--- config.mk ---
export PLATFORM = sky130hd
export DESIGN_NAME = mirqs_top
export DESIGN_NICKNAME = d
export VERILOG_FILES = /design/src/rtl/mirqs_pkg.sv /design/src/rtl/mirqs_top.sv /design/src/rtl/mirqs_prio_enc.sv /design/src/rtl/mirqs_sticky.sv
export SDC_FILE = /design/constraint.sdc
export NUM_CORES = 1
export LEC_CHECK = 0
export ABC_AREA = 0
export BUFFER_PORTS_ARGS = -buffer_cell sky130_fd_sc_hd__buf_2
export CELL_PAD_IN_SITES_DETAIL_PLACEMENT = 0
export CELL_PAD_IN_SITES_GLOBAL_PLACEMENT = 2
export CORE_ASPECT_RATIO = 0.75
export CORE_UTILIZATION = 30
export DETAILED_ROUTE_END_ITERATION = 16
export MAX_ROUTING_LAYER = met4
export PLACE_DENSITY_LB_ADDON = 0.1
export SYNTH_ARGS = -nofsm -noshare
export SYNTH_HDL_FRONTEND = slang
export SYNTH_SLANG_ARGS = --single-unit
--- constraint.sdc ---
create_clock -name aclk -period 1.9 [get_ports aclk]
set_input_delay 0.095 -clock aclk [delete_from_list [all_inputs] [get_ports aclk]]
set_output_delay 0.095 -clock aclk [all_outputs]
set_load 0.05 [all_outputs]
--- src/rtl/mirqs_pkg.sv ---
// package: register map, reset values and line assignment for the maskable request status block
package mirqs_pkg;

    // ========================================================================
    // bus geometry
    localparam int ADDR_W = 8;
    localparam int DATA_W = 32;
    localparam int NUM_LINES = 32;
    localparam int IDX_W = 5;
    localparam int HALF_W = 16;

    // ========================================================================
    // register byte offsets (one aligned word each)
    localparam logic [ADDR_W-1:0] OFF_VECTOR = 8'h00;
    localparam logic [ADDR_W-1:0] OFF_EN_LOW = 8'h04;
    localparam logic [ADDR_W-1:0] OFF_EN_HIGH = 8'h08;
    localparam logic [ADDR_W-1:0] OFF_STAT_LOW = 8'h0c;
    localparam logic [ADDR_W-1:0] OFF_STAT_HIGH = 8'h10;
    localparam logic [ADDR_W-1:0] OFF_EVT_STATUS = 8'h14;
    localparam logic [ADDR_W-1:0] OFF_EVT_MASK = 8'h18;

    // ========================================================================
    // reset values and encodings
    localparam logic [HALF_W-1:0] EN_RESET = 16'hffff;
    localparam logic [HALF_W-1:0] STAT_RESET = 16'h0000;
    localparam logic [7:0] VEC_BASE = 8'h10;
    localparam logic [7:0] VEC_TOP = 8'h2f;
    localparam logic [1:0] RESP_OKAY = 2'b00;
    localparam logic [1:0] RESP_SLVERR = 2'b10;

    // ========================================================================
    // event bits of the sticky status / mask registers
    localparam int EVT_W = 2;
    localparam int EVT_SPURIOUS = 0;
    localparam int EVT_NMI = 1;
    localparam logic [EVT_W-1:0] EVT_MASK_RESET = 2'h0;

    // ========================================================================
    // request lines with no source behind them
    localparam int LINE_NONE0 = 0;
    localparam int LINE_RSVD19 = 19;
    localparam logic [NUM_LINES-1:0] LINE_USED = ~((32'h1 << LINE_NONE0) | (32'h1 << LINE_RSVD19));

endpackage

--- src/rtl/mirqs_top.sv ---
// maskable request status and priority block with an axi4-lite register slave
`timescale 1ns/1ps
`default_nettype none

module mirqs_top (
    // clock and reset
    input wire logic aclk,
    input wire logic aresetn,
    // axi4-lite write address
    input wire logic [mirqs_pkg::ADDR_W-1:0] s_axi_awaddr,
    input wire logic s_axi_awvalid,
    output logic s_axi_awready,
    // axi4-lite write data
    input wire logic [mirqs_pkg::DATA_W-1:0] s_axi_wdata,
    input wire logic [3:0] s_axi_wstrb,
    input wire logic s_axi_wvalid,
    output logic s_axi_wready,
    // axi4-lite write response
    output logic [1:0] s_axi_bresp,
    output logic s_axi_bvalid,
    input wire logic s_axi_bready,
    // axi4-lite read address
    input wire logic [mirqs_pkg::ADDR_W-1:0] s_axi_araddr,
    input wire logic s_axi_arvalid,
    output logic s_axi_arready,
    // axi4-lite read data
    output logic [mirqs_pkg::DATA_W-1:0] s_axi_rdata,
    output logic [1:0] s_axi_rresp,
    output logic s_axi_rvalid,
    input wire logic s_axi_rready,
    // peripheral request lines, same clock
    input wire logic [mirqs_pkg::NUM_LINES-1:0] irq_req,
    // external non-maskable request pin, active high
    input wire logic nmi_req,
    // processor core side
    output logic core_irq,
    output logic nmi_to_core,
    input wire logic core_ack,
    output logic [7:0] core_vector,
    // block event interrupt
    output logic evt_irq
);

    // ========================================================================
    // helpers

    // word select shared by read and write decode
    function automatic logic is_reg(input logic [mirqs_pkg::ADDR_W-1:0] addr,
                                    input logic [mirqs_pkg::ADDR_W-1:0] off);
        is_reg = (addr[mirqs_pkg::ADDR_W-1:2] == off[mirqs_pkg::ADDR_W-1:2]);
    endfunction

    // any address that holds a register
    function automatic logic is_mapped(input logic [mirqs_pkg::ADDR_W-1:0] addr);
        is_mapped = is_reg(addr, mirqs_pkg::OFF_VECTOR) || is_reg(addr, mirqs_pkg::OFF_EN_LOW) ||
                    is_reg(addr, mirqs_pkg::OFF_EN_HIGH) || is_reg(addr, mirqs_pkg::OFF_STAT_LOW) ||
                    is_reg(addr, mirqs_pkg::OFF_STAT_HIGH) || is_reg(addr, mirqs_pkg::OFF_EVT_STATUS) ||
                    is_reg(addr, mirqs_pkg::OFF_EVT_MASK);
    endfunction

    // byte-lane merge of a 16-bit register
    function automatic logic [15:0] merge16(input logic [15:0] old, input logic [31:0] data,
                                            input logic [3:0] strb);
        merge16 = old;
        if (strb[0]) begin
            merge16[7:0] = data[7:0];
        end
        if (strb[1]) begin
            merge16[15:8] = data[15:8];
        end
    endfunction

    // ========================================================================
    // declarations
    logic [mirqs_pkg::NUM_LINES-1:0] source_active_bits_q;
    logic [mirqs_pkg::HALF_W-1:0] source_enable_low_q;
    logic [mirqs_pkg::HALF_W-1:0] source_enable_high_q;
    logic [mirqs_pkg::NUM_LINES-1:0] source_enable_bits;
    logic [mirqs_pkg::NUM_LINES-1:0] pending;
    logic [mirqs_pkg::IDX_W-1:0] win_idx;
    logic win_valid;
    logic [7:0] winning_vector_field_d;
    logic [7:0] winning_vector_reg_q;
    logic nmi_s1_q;
    logic nmi_s2_q;
    logic nmi_rise;
    logic [mirqs_pkg::EVT_W-1:0] evt_set;
    logic [mirqs_pkg::EVT_W-1:0] evt_clr;
    logic [mirqs_pkg::EVT_W-1:0] evt_mask_q;
    logic [mirqs_pkg::EVT_W-1:0] evt_status;
    logic [mirqs_pkg::ADDR_W-1:0] aw_addr_q;
    logic [mirqs_pkg::DATA_W-1:0] w_data_q;
    logic [3:0] w_strb_q;
    logic wr_go;
    logic [mirqs_pkg::DATA_W-1:0] rd_data_d;
    logic rd_err_d;

    // ========================================================================
    // request sampling
    // sample every edge
    always_ff @(posedge aclk) begin
        if (!aresetn) begin
            source_active_bits_q <= '0;
        end else begin
            source_active_bits_q <= irq_req & mirqs_pkg::LINE_USED;
        end
    end

    // ========================================================================
    // priority and vector
    // only enabled requesters compete
    always_comb begin
        source_enable_bits = {source_enable_high_q, source_enable_low_q[15:1], 1'b0};
        pending = source_active_bits_q & source_enable_bits;
    end

    mirqs_prio_enc #(
        .W(mirqs_pkg::NUM_LINES),
        .IW(mirqs_pkg::IDX_W)
    ) u_prio (
        .req(pending),
        .idx(win_idx),
        .valid(win_valid)
    );

    always_comb begin
        winning_vector_field_d = mirqs_pkg::VEC_BASE + {3'h0, win_idx};
    end

    // vector tracks the winner every cycle; an ack with no winner reads the base value
    always_ff @(posedge aclk) begin
        if (!aresetn) begin
            winning_vector_reg_q <= mirqs_pkg::VEC_BASE;
            core_vector <= mirqs_pkg::VEC_BASE;
        end else begin
            winning_vector_reg_q <= winning_vector_field_d;
            core_vector <= winning_vector_field_d;
        end
    end

    always_ff @(posedge aclk) begin
        if (!aresetn) begin
            core_irq <= 1'b0;
        end else begin
            core_irq <= win_valid;
        end
    end

    // ========================================================================
    // non-maskable path
    // the pin is asynchronous, so it crosses two flops before anything looks at it
    always_ff @(posedge aclk) begin
        if (!aresetn) begin
            nmi_s1_q <= 1'b0;
            nmi_s2_q <= 1'b0;
        end else begin
            nmi_s1_q <= nmi_req;
            nmi_s2_q <= nmi_s1_q;
        end
    end

    always_ff @(posedge aclk) begin
        if (!aresetn) begin
            nmi_to_core <= 1'b0;
        end else begin
            nmi_to_core <= nmi_s2_q;
        end
    end

    // ========================================================================
    // block events
    always_comb begin
        nmi_rise = nmi_s2_q && !nmi_to_core;
        evt_set = '0;
        evt_set[mirqs_pkg::EVT_SPURIOUS] = core_ack && !win_valid;
        evt_set[mirqs_pkg::EVT_NMI] = nmi_rise;
        evt_clr = '0;
        if (wr_go && is_reg(aw_addr_q, mirqs_pkg::OFF_EVT_STATUS) && w_strb_q[0]) begin
            evt_clr = w_data_q[mirqs_pkg::EVT_W-1:0];
        end
    end

    mirqs_sticky #(
        .W(mirqs_pkg::EVT_W)
    ) u_evt (
        .aclk(aclk),
        .aresetn(aresetn),
        .set(evt_set),
        .clr(evt_clr),
        .mask(evt_mask_q),
        .status_q(evt_status),
        .irq_q(evt_irq)
    );

    // ========================================================================
    // axi write channel: address and data taken in either order
    always_ff @(posedge aclk) begin
        if (!aresetn) begin
            s_axi_awready <= 1'b1;
            aw_addr_q <= '0;
        end else if (s_axi_awvalid && s_axi_awready) begin
            s_axi_awready <= 1'b0;
            aw_addr_q <= s_axi_awaddr;
        end else if (s_axi_bvalid && s_axi_bready) begin
            s_axi_awready <= 1'b1;
        end
    end

    // write data holding
    always_ff @(posedge aclk) begin
        if (!aresetn) begin
            s_axi_wready <= 1'b1;
            w_data_q <= '0;
            w_strb_q <= '0;
        end else if (s_axi_wvalid && s_axi_wready) begin
            s_axi_wready <= 1'b0;
            w_data_q <= s_axi_wdata;
            w_strb_q <= s_axi_wstrb;
        end else if (s_axi_bvalid && s_axi_bready) begin
            s_axi_wready <= 1'b1;
        end
    end

    // both halves held and no response outstanding
    always_comb begin
        wr_go = !s_axi_awready && !s_axi_wready && !s_axi_bvalid;
    end

    // response; read-only words accept and ignore, holes answer slverr
    always_ff @(posedge aclk) begin
        if (!aresetn) begin
            s_axi_bvalid <= 1'b0;
            s_axi_bresp <= mirqs_pkg::RESP_OKAY;
        end else if (wr_go) begin
            s_axi_bvalid <= 1'b1;
            s_axi_bresp <= is_mapped(aw_addr_q) ? mirqs_pkg::RESP_OKAY : mirqs_pkg::RESP_SLVERR;
        end else if (s_axi_bready) begin
            s_axi_bvalid <= 1'b0;
        end
    end

    always_ff @(posedge aclk) begin
        if (!aresetn) begin
            source_enable_low_q <= mirqs_pkg::EN_RESET;
            source_enable_high_q <= mirqs_pkg::EN_RESET;
        end else if (wr_go) begin
            if (is_reg(aw_addr_q, mirqs_pkg::OFF_EN_LOW)) begin
                source_enable_low_q <= merge16(source_enable_low_q, w_data_q, w_strb_q);
            end
            if (is_reg(aw_addr_q, mirqs_pkg::OFF_EN_HIGH)) begin
                source_enable_high_q <= merge16(source_enable_high_q, w_data_q, w_strb_q);
            end
        end
    end

    // event mask
    always_ff @(posedge aclk) begin
        if (!aresetn) begin
            evt_mask_q <= mirqs_pkg::EVT_MASK_RESET;
        end else if (wr_go && is_reg(aw_addr_q, mirqs_pkg::OFF_EVT_MASK) && w_strb_q[0]) begin
            evt_mask_q <= w_data_q[mirqs_pkg::EVT_W-1:0];
        end
    end

    // ========================================================================
    // axi read channel
    // read data select for every register word
    // request status words have no write path; event status clears by writing ones
    always_comb begin
        rd_data_d = '0;
        rd_err_d = 1'b0;
        if (is_reg(s_axi_araddr, mirqs_pkg::OFF_VECTOR)) begin
            rd_data_d[7:0] = winning_vector_reg_q;
        end else if (is_reg(s_axi_araddr, mirqs_pkg::OFF_EN_LOW)) begin
            rd_data_d[15:0] = source_enable_low_q;
        end else if (is_reg(s_axi_araddr, mirqs_pkg::OFF_EN_HIGH)) begin
            rd_data_d[15:0] = source_enable_high_q;
        end else if (is_reg(s_axi_araddr, mirqs_pkg::OFF_STAT_LOW)) begin
            rd_data_d[15:0] = {source_active_bits_q[15:1], 1'b0};
        end else if (is_reg(s_axi_araddr, mirqs_pkg::OFF_STAT_HIGH)) begin
            rd_data_d[15:0] = source_active_bits_q[31:16];
        end else if (is_reg(s_axi_araddr, mirqs_pkg::OFF_EVT_STATUS)) begin
            rd_data_d[mirqs_pkg::EVT_W-1:0] = evt_status;
        end else if (is_reg(s_axi_araddr, mirqs_pkg::OFF_EVT_MASK)) begin
            rd_data_d[mirqs_pkg::EVT_W-1:0] = evt_mask_q;
        end else begin
            rd_err_d = 1'b1;
        end
    end

    // one read at a time; data answers one cycle after the address is taken
    always_ff @(posedge aclk) begin
        if (!aresetn) begin
            s_axi_arready <= 1'b1;
            s_axi_rvalid <= 1'b0;
            s_axi_rdata <= '0;
            s_axi_rresp <= mirqs_pkg::RESP_OKAY;
        end else if (s_axi_arvalid && s_axi_arready) begin
            s_axi_arready <= 1'b0;
            s_axi_rvalid <= 1'b1;
            s_axi_rdata <= rd_data_d;
            s_axi_rresp <= rd_err_d ? mirqs_pkg::RESP_SLVERR : mirqs_pkg::RESP_OKAY;
        end else if (s_axi_rvalid && s_axi_rready) begin
            s_axi_arready <= 1'b1;
            s_axi_rvalid <= 1'b0;
        end
    end
endmodule

`default_nettype wire

--- src/rtl/mirqs_prio_enc.sv ---
// fixed linear priority encoder: the highest set index wins
`timescale 1ns/1ps
`default_nettype none

module mirqs_prio_enc #(
    parameter int W = 32,
    parameter int IW = 5
) (
    // candidates
    input wire logic [W-1:0] req,
    // winner
    output logic [IW-1:0] idx,
    output logic valid
);

    // ========================================================================
    // later iterations override, so the top index has the last word
    always_comb begin
        idx = '0;
        valid = 1'b0;
        for (int i = 0; i < W; i++) begin
            if (req[i]) begin
                idx = i[IW-1:0];
                valid = 1'b1;
            end
        end
    end

endmodule

`default_nettype wire

--- src/rtl/mirqs_sticky.sv ---
// sticky event bits with write-one-to-clear and a masked level interrupt
`timescale 1ns/1ps
`default_nettype none

module mirqs_sticky #(
    parameter int W = 2
) (
    // clock and reset
    input wire logic aclk,
    input wire logic aresetn,
    // events and software clear
    input wire logic [W-1:0] set,
    input wire logic [W-1:0] clr,
    input wire logic [W-1:0] mask,
    // state
    output logic [W-1:0] status_q,
    output logic irq_q
);

    logic [W-1:0] status_d;

    // ========================================================================
    // set wins over clear so an event in the clearing cycle survives
    always_comb begin
        status_d = (status_q & ~clr) | set;
    end

    // status bits
    always_ff @(posedge aclk) begin
        if (!aresetn) begin
            status_q <= '0;
        end else begin
            status_q <= status_d;
        end
    end

    // level interrupt, registered from the next status
    always_ff @(posedge aclk) begin
        if (!aresetn) begin
            irq_q <= 1'b0;
        end else begin
            irq_q <= |(status_d & mask);
        end
    end

endmodule

`default_nettype wire

# [After elaboration in Yosys (flattened, before gate mapping)]
# Cells that the tools add are included.
[classes] addsub=1 reduce_logical=35 muxes=91 bitwise=5 eq_ne=12
[ops] op="$mux 5" n=16
[ops] op="$mux 1" n=49
[ops] op="$mux 16" n=3
[ops] op="$eq 6x3->1 const B" n=6
[ops] op="$and 32x32->32" n=1
[ops] op="$mux 4" n=8
[ops] op="$eq 6x2->1 const B" n=4
[ops] op="$mux 2" n=8
[ops] op="$mux 8" n=2
[ops] op="$mux 14" n=1
[ops] op="$logic_and 1x1->1" n=13
[ops] op="$eq 6x1->1 const B" n=2
[ops] op="$logic_not 6->1" n=2
[ops] op="$mux 3" n=4
[ops] op="$reduce_and 3->1" n=4
[ops] op="$reduce_bool 2->1" n=4
[ops] op="$add 5x5->6 const A" n=1
[ops] op="$logic_or 1x1->1" n=6
[ops] op="$logic_not 1->1" n=5
[ops] op="$and 2x2->2" n=2
[ops] op="$not 2->2" n=1
[ops] op="$or 2x2->2" n=1
[ops] op="$reduce_or 2->1" n=1
[totals] word_cells=169 out_inout_bits=52 register_bits=132

# [Depth between registers and ports, before layout]
# Gate-level depths: netlist (run 1).
[logic_depth] ltp_word=38 depth_mapped=7

# [Cells and area by module]
# A second synthesis (run 1) with hierarchy kept.
[hier_totals] cells_unflattened=614 area_unflattened_um2=5579.1
[modules_own_cells] mod="mirqs_top" cells_per_inst=540 area_each_um2=5109.9 instances=1
[modules_own_cells] mod="mirqs_prio_enc" cells_per_inst=62 area_each_um2=357.8 instances=1
[modules_own_cells] mod="mirqs_sticky" cells_per_inst=12 area_each_um2=111.4 instances=1

# [Worst setup path after synthesis (run 1)]
# Ideal clock, no wire load.
[synth_timing] path_type="reg2reg" startpoint="reg s_axi_bvalid" endpoint="reg u_evt.irq_q" setup_time_ns=0.117 path_stages_with_launch=7 setup_slack_ns=0.069 required_ns=1.783 t_arrival_ns=1.714 cell_sequence="dfxtp_1 > nor3_2 > and4b_1 > buf_4 > nand4_1 > a22o_1 > a32o_2"
[synth_between] elab_chain_cells=10
[synth_lines] element="from (decl)" line="mirqs_top.sv:20" text="output logic s_axi_bvalid,"
[synth_lines] element="from (signal assigned)" line="mirqs_top.sv:232" text="s_axi_bvalid <= 1'b0;"
[synth_lines] element="from (signal assigned)" line="mirqs_top.sv:235" text="s_axi_bvalid <= 1'b1;"
[synth_lines] element="from (signal assigned)" line="mirqs_top.sv:238" text="s_axi_bvalid <= 1'b0;"
[synth_lines] element="$logic_not 1->1" line="mirqs_top.sv:226" text="wr_go = !s_axi_awready && !s_axi_wready && !s_axi_bvalid;"
[synth_lines] element="$logic_and 1x1->1" line="mirqs_top.sv:226"
[synth_lines] element="$logic_and 1x1->1 (2 in a row)" line="mirqs_top.sv:178" text="if (wr_go && is_reg(aw_addr_q, mirqs_pkg::OFF_EVT_STATUS) && w_strb_q[0]) begin"
[synth_lines] element="$mux 2" line="mirqs_top.sv:178"
[synth_lines] element="$not 2->2" line="mirqs_sticky.sv:25" text="status_d = (status_q & ~clr) | set;"
[synth_lines] element="$and 2x2->2" line="mirqs_sticky.sv:25"
[synth_lines] element="$or 2x2->2" line="mirqs_sticky.sv:25"
[synth_lines] element="$and 2x2->2" line="mirqs_sticky.sv:42" text="irq_q <= |(status_d & mask);"
[synth_lines] element="$reduce_or 2->1" line="mirqs_sticky.sv:42"
[synth_lines] element="to (signal assigned)" line="mirqs_sticky.sv:42"
[synth_lines] element="to (decl)" line="mirqs_sticky.sv:17" text="output logic irq_q"
# No other way between the ends.
# A chain may end at the register's enable or synchronous reset.

# [Worst setup path in the final report (run 1)]
[layout_timing] startpoint="reg source_active_bits_q[11] (netlist bit)" endpoint="reg winning_vector_reg_q[1]"
[layout_between] elab_chain_cells=23
[layout_lines] element="from (decl)" line="mirqs_top.sv:75" text="logic [mirqs_pkg::NUM_LINES-1:0] source_active_bits_q;"
[layout_lines] element="from (signal assigned)" line="mirqs_top.sv:105" text="source_active_bits_q <= irq_req & mirqs_pkg::LINE_USED;"
[layout_lines] element="$and 32x32->32" line="mirqs_top.sv:114" text="pending = source_active_bits_q & source_enable_bits;"
[layout_lines] element="$mux 4 (5 in a row)" line="mirqs_prio_enc.sv:22" text="if (req[i]) begin"
[layout_lines] element="$mux 5 (16 in a row)" line="mirqs_prio_enc.sv:22"
[layout_lines] element="$add 5x5->6" line="mirqs_top.sv:127" text="winning_vector_field_d = mirqs_pkg::VEC_BASE + {3'h0, win_idx};"
[layout_lines] element="to (signal assigned)" line="mirqs_top.sv:133" text="winning_vector_reg_q <= mirqs_pkg::VEC_BASE;"
[layout_lines] element="to (signal assigned)" line="mirqs_top.sv:136" text="winning_vector_reg_q <= winning_vector_field_d;"
[layout_lines] element="to (decl)" line="mirqs_top.sv:83" text="logic [7:0] winning_vector_reg_q;"
# No other way between the ends.

==> results.toml, run 1 <==
[timing]
hold_ws_ns = 0.0318
hold_violations = 0
min_period_ns = 1.74
min_period_over_period_pct = 91.5
slew_headroom_pct = 39.4
clock_skew_ns = 0.0150
setup_viol = 0
finalMaxSlewViolations = 0
rsz0062_at_grt = "false"
fmax_mhz = 575
max_slew.worst_pin.slew_ns = 0.906
tns_ns = 0

[floorplanning]
die_area_um2 = 18000
fp.dieH_um = 116
num_rows = 41
start_util_pct = 30.9
die_w_um = 155
core_area_um2 = 16900
num_io_pins = 145

[job]
cap_violations = 0

[pwr]
ir_worst_vdd_v = 0.000330
cellPowerDensity_nw_per_um2 = 988
power_leakage_nw = 3.33
power.total_mw = 7.23

[clock_tree]
htreeDepth = 4
cts.clk_slew.worst_paths_ns = 0.06
cts.sinks = 124
clockBufferDepth = 2
post_cts_buffers = 0
insertion_delay_ns = 0.42
numCtsBuffers = 17
cts_root_buf = "clkbuf_16"
cts_tree = "built"

[yosys]
syn-cell-area_um2 = 5240
avgSynthCellArea_um2 = 8.93
yosysSeqAreaShare_pct = 47.4
synth_cell_types = 51
synth_edf_count = 0
synth_area_leaders = "dfxtp_1 (47%), nand2_1 (8.8%), mux2i_1 (6.7%)"
yosysTopAreaCell = "dfxtp_1"
synthCells = 586
async_flop_share_pct = 0
synth_seq_cells = 124
synth_top_cell_area_share_pct = 47.4
synth_most_common_cell = "dfxtp_1"
ys.flop_type = "dfxtp_1"
synth_commonest_cells = "dfxtp_1 (124), nand2_1 (123), a21oi_1 (44), and2_1 (35), mux2i_1 (35)"
ys_warn_count = 0

[placement]
dp_hpwl_um = 12200
place_inst = 905
place_congestion = 0.928
port_buffers = 100

[finish]
n_antenna_cell = 0
final_util_pct = 43.2
register_area_um2 = 2480
final_nets = 859
drive_gt1_share_pct = 24.8
multiInputGateArea_um2 = 2550
layout.cells.non_filler = 994
area_growth_pct = 39.7
fill_cells = 1700

[routing]
first_pass_iters = 5
remaining_drc_errors = 0
drt_iter0_markers = 244
finalWirelength_um = 16200
wl_per_cell_um = 16.3
vias = 4745
postRouteAntennaNets = 0
vias_per_cell = 4.77

[worst_setup_path]
cp-start-kind = "register"
crit_path_end_kind = "register"
critical_path_class = "register to register"
required_ns = 2.19
arrival_ns = 2.03
reg2reg_depth = 4
critPathMaxFanout = 4

[global_routing]
antenna_found_initial = 0
grt_max_degree = 47
grt_pass1_vias = 4448
grt-ovfl-total = 0
grt_use_total_pct = 19.3
grt_pass1_wl_um = 24800

[run_status]
status = "complete, no violations"

[hold_path]
hold_class = "primary input to register"
worstHoldPathCells = 3
[sequential cells by signal, summed over array words and instances, names as in the netlist, 2 cells and up]
register              flops
source_active_bits_q     30
aw_addr_q                 6
winning_vector_reg_q      6
s_axi_rdata              16
source_enable_high_q     16
evt_mask_q                2
w_data_q                 16
source_enable_low_q      16
w_strb_q                  2
u_evt.status_q            2
[worst max-delay path, stage by stage (launching register included)]
cell and delay, ns:
dfxtp_1 0.33, a22oi_1 0.31, or3b_2 0.48, a311oi_1 0.40
nor3_1 0.10
[layout by cell type, fill, tap and decap left out, types with 20 or more instances in the layout]
cell,count
dfxtp_1,124
a22oi_1,22
nand2_1,123
dlygate4sd3_1,57
o21ai_0,25
a21oi_1,44
buf_2,100
mux2i_1,35
conb_1,20
buf_4,33
and2_1,35
[routing by layer]
metal	wire length (um)	up-vias	GRT usage, %
li1	-	2395	-
met1	8550	2170	27.4
met2	6220	170	25.5
met4	130	0	6.01
met5	0	-	-
met3	1270	10	5.90
[final cells by class]
| cell class | instances | area share [%] |
|---|---|---|
| clock buffers | 19 | 6.19 |
| repair buffers | 190 | 18.0 |
| inverters | 7 | 0.359 |
| well taps | 215 | 3.68 |
| flip-flops and latches | 124 | 33.9 |
| clock inverters | 13 | 2.91 |
| multi-input cells | 426 | 34.9 |
[per-stage QoR]
stage | setup WS, ns | instance area [um2]
2_1_floorplan | 0.0687 | 5310
3_3_place_gp | 0.0674 | 6050
3_5_place_dp | 0.0517 | 6050
4_1_cts | 0.0354 | 7290
5_1_grt | 0.0434 | 7310
6_report | 0.162 | 7310
[worst paths after layout]
check	startpoint	endpoint	slack [ns]
setup / recovery	source_active_bits_q[11]	winning_vector_reg_q[1]	0.16
hold / removal	aresetn	winning_vector_reg_q[2]	0.03
setup reg to reg	source_active_bits_q[11]	winning_vector_reg_q[1]	0.16
hold reg to reg	nmi_s1_q	nmi_s2_q	0.43
[kinds of logic (layout without fill, tap and decap cells)]
| kind of cell | after synthesis | after routing | synth area share (%) |
|---|---|---|---|
| mux | 46 | 46 | 9.06 |
| compound gates | 141 | 141 | 17.6 |
| buf+inv | 55 | 229 | 5.64 |
| simple gates | 219 | 219 | 20.2 |
| other cells | 1 | 20 | 0.0716 |
| flops | 124 | 124 | 47.4 |
[what timing repair did]
action | 4_1_cts | 5_1_grt
setup endpoints to repair | 0 | 2
hold buffers | 57 | 0
gates resized for setup | 0 | 4
hold endpoints to repair | 60 | 0
[where the power goes]
group | internal [mW] | switching, mW | leakage (nW)
combinational | 0.322 | 0.490 | 1.99
sequential | 2.70 | 0.0960 | 1.02
clock | 2.40 | 1.21 | 0.316
total | 5.43 | 1.80 | 3.33
(Power assumes the default switching activity.)
==> run 2, diff against run 1 <==
- CORE_UTILIZATION: 30 -> 28
- MAX_ROUTING_LAYER: met4 -> unset
- clock period: 1.9 -> 1.5 ns (I/O delays scaled with it)
==> results.toml, run 2 (same netlist as run 1, synthesis figures left out) <==
[worst_setup_path]
r2r-start = "source_enable_high_q[0]"
critical_path_class = "register to register"
critPathMaxFanout = 2
critPathBufInv = 0
path_cells = "a222oi_1 -> nand4_1 -> nor4_4 -> a22o_1 -> a32o_2"
slowest_stage = "a222oi_1"
crit_start = "source_enable_high_q[0]"
arrival_ns = 2.02
max_stage_delay_ns = 0.46
crit_path_end_kind = "register"
cp-start-kind = "register"
crit_family = "compound AO/OA/AOI/OAI gates"
required_ns = 1.86

[floorplanning]
start_util_pct = 29.1
die_w_um = 160
num_io_pins = 145
num_rows = 42
die_area_um2 = 19300
fp.dieH_um = 120
core_area_um2 = 18000

[routing]
postRouteAntennaNets = 0
vias = 5022
wl_per_cell_um = 16.0
first_pass_iters = 5
drt_iter0_markers = 268
finalWirelength_um = 17400
remaining_drc_errors = 0
vias_per_cell = 4.62

[pwr]
seq_power_share_pct = 39.7
p_comb_share_pct = 13.7
power_leakage_nw = 3.64
clock_power_share_pct = 46.7
cellPowerDensity_nw_per_um2 = 1120
internal_power_mw = 6.62
p_sw_mw = 2.31
ir_worst_vdd_v = 0.000433
netSwitchingFraction_pct = 25.9

[finish]
final_nets = 925
drive_gt1_share_pct = 33.6
area_growth_pct = 52.8
final_cell_mix = "nand2_1 (119), dfxtp_1 (116), buf_2 (100)"
final_util_pct = 44.5
n_antenna_cell = 0
final_common_cell = "nand2_1"
largest-register = "source_active_bits_q"
final_area_um2 = 8000
largest_reg_flops = 30

[timing]
max_slew.worst_pin.slew_ns = 0.600
min_period_over_period_pct = 110
slew_headroom_pct = 59.8
setup_ws_ns = -0.152
min_period_ns = 1.65
finalMaxSlewViolations = 0
rsz0062_at_grt = "true"
clock_skew_ns = 0.0134
setup_viol = 12
hold_violations = 0
fmax_mhz = 605

[clock_tree]
numCtsBuffers = 17
cts.sinks = 124
insertion_delay_ns = 0.42
clockBufferDepth = 2
htreeDepth = 4
cts_root_buf = "clkbuf_16"
cts_tree = "built"
cts.clk_slew.worst_paths_ns = 0.05

[global_routing]
grt_pass1_wl_um = 27100
grt_max_degree = 80
grt_pass1_vias = 4779
grt-ovfl-total = 0
antenna_found_initial = 0
grt_use_total_pct = 18.7

[placement]
port_buffers = 100
place_congestion = 0.859
dp_hpwl_um = 13100
place_area_um2 = 6630

[hold_path]
hold_start = "aresetn"
hold_class = "primary input to register"

[job]
cap_violations = 0

[run_status]
violations = "negative setup slack"
status = "finished with violations"
[run 2: changes by cell type in the layout (fill, tap and decap cells not counted), moves of 4 or more]
cell / delta
a22oi_1: -5
a22oi_2: +5
buf_12: +4
buf_4: +60
dfxtp_1: -8
dfxtp_2: +4
dfxtp_4: +4
nand2_1: -4
[run 2: layer usage]
layer / routed length, um / part of all wire (%) / GRT usage (%) / up-vias
li1: - / - / - / 2531
met1: 9470 / 55 / 28.5 / 2322
met2: 6720 / 39 / 25.3 / 158
met3: 1070 / 6.2 / 5.25 / 11
met4: 107 / 0.62 / 4.46 / 0
met5: 0 / 0 / 0 / -
[run 2: metrics by stage]
| stage | setup slack, ns | hold slack, ns | setup TNS [ns] | std cells | power, mW |
|---|---|---|---|---|---|
| floorplan | -0.101 | 0.197 | -0.150 | 605 | 4.25 |
| global placement | -0.370 | 0.280 | -1.77 | 995 | 4.66 |
| detailed placement | -0.436 | 0.283 | -2.95 | 995 | 4.67 |
| CTS | -0.123 | 0.0229 | -0.554 | 1086 | 8.99 |
| global route | -0.203 | 0.0303 | -2.60 | 1087 | 9.29 |
| finish | -0.152 | 0.0149 | -0.802 | 1087 | 8.93 |
[run 2: cell type report]
| type | instances | area (um2) |
|---|---|---|
| fillers | 1826 | 9970 |
| multi-input cells | 426 | 2690 |
| flip-flops and latches | 124 | 2500 |
| repair buffers | 256 | 1880 |
| clock buffers | 23 | 499 |
| well taps | 242 | 303 |
| clock inverters | 9 | 109 |
| inverters | 7 | 26.3 |
[run 2: tightest hold or removal path: cells and delay by family]
kind                   cells  cell delay, ns
and+or+nand+nor            1            0.04
buffers and inverters      2            0.27
[run 2: final timing paths]
| check | end | depth (start not counted) | slack [ns] |
|---|---|---|---|
| hold / removal | core_irq | 3 | 0.01 |
| setup / recovery | u_evt.irq_q | 5 | -0.15 |
| hold reg to reg | nmi_to_core | 1 | 0.45 |
| setup reg to reg | u_evt.irq_q | 5 | -0.15 |
[run 2: what timing repair did]
| item | CTS | global route |
|---|---|---|
| gates resized for setup | 15 | 25 |
| buffers inserted | 2 | 2 |
| pin swaps | 8 | 12 |
| cloned | 0 | 0 |
| endpoints found under the hold margin | 60 | 0 |
| endpoints found under the setup margin | 20 | 45 |
| hold buffers | 57 | 0 |
[run 2: power groups by stage]
stage / Clock, mW / Sequential (mW) / Combinational (mW)
after floorplan: 0 / 3.69 / 0.556
after global placement: 0 / 3.60 / 1.06
after detailed placement: 0 / 3.60 / 1.07
after CTS: 4.25 / 3.53 / 1.21
after global routing: 4.42 / 3.55 / 1.32
final: 4.17 / 3.54 / 1.22
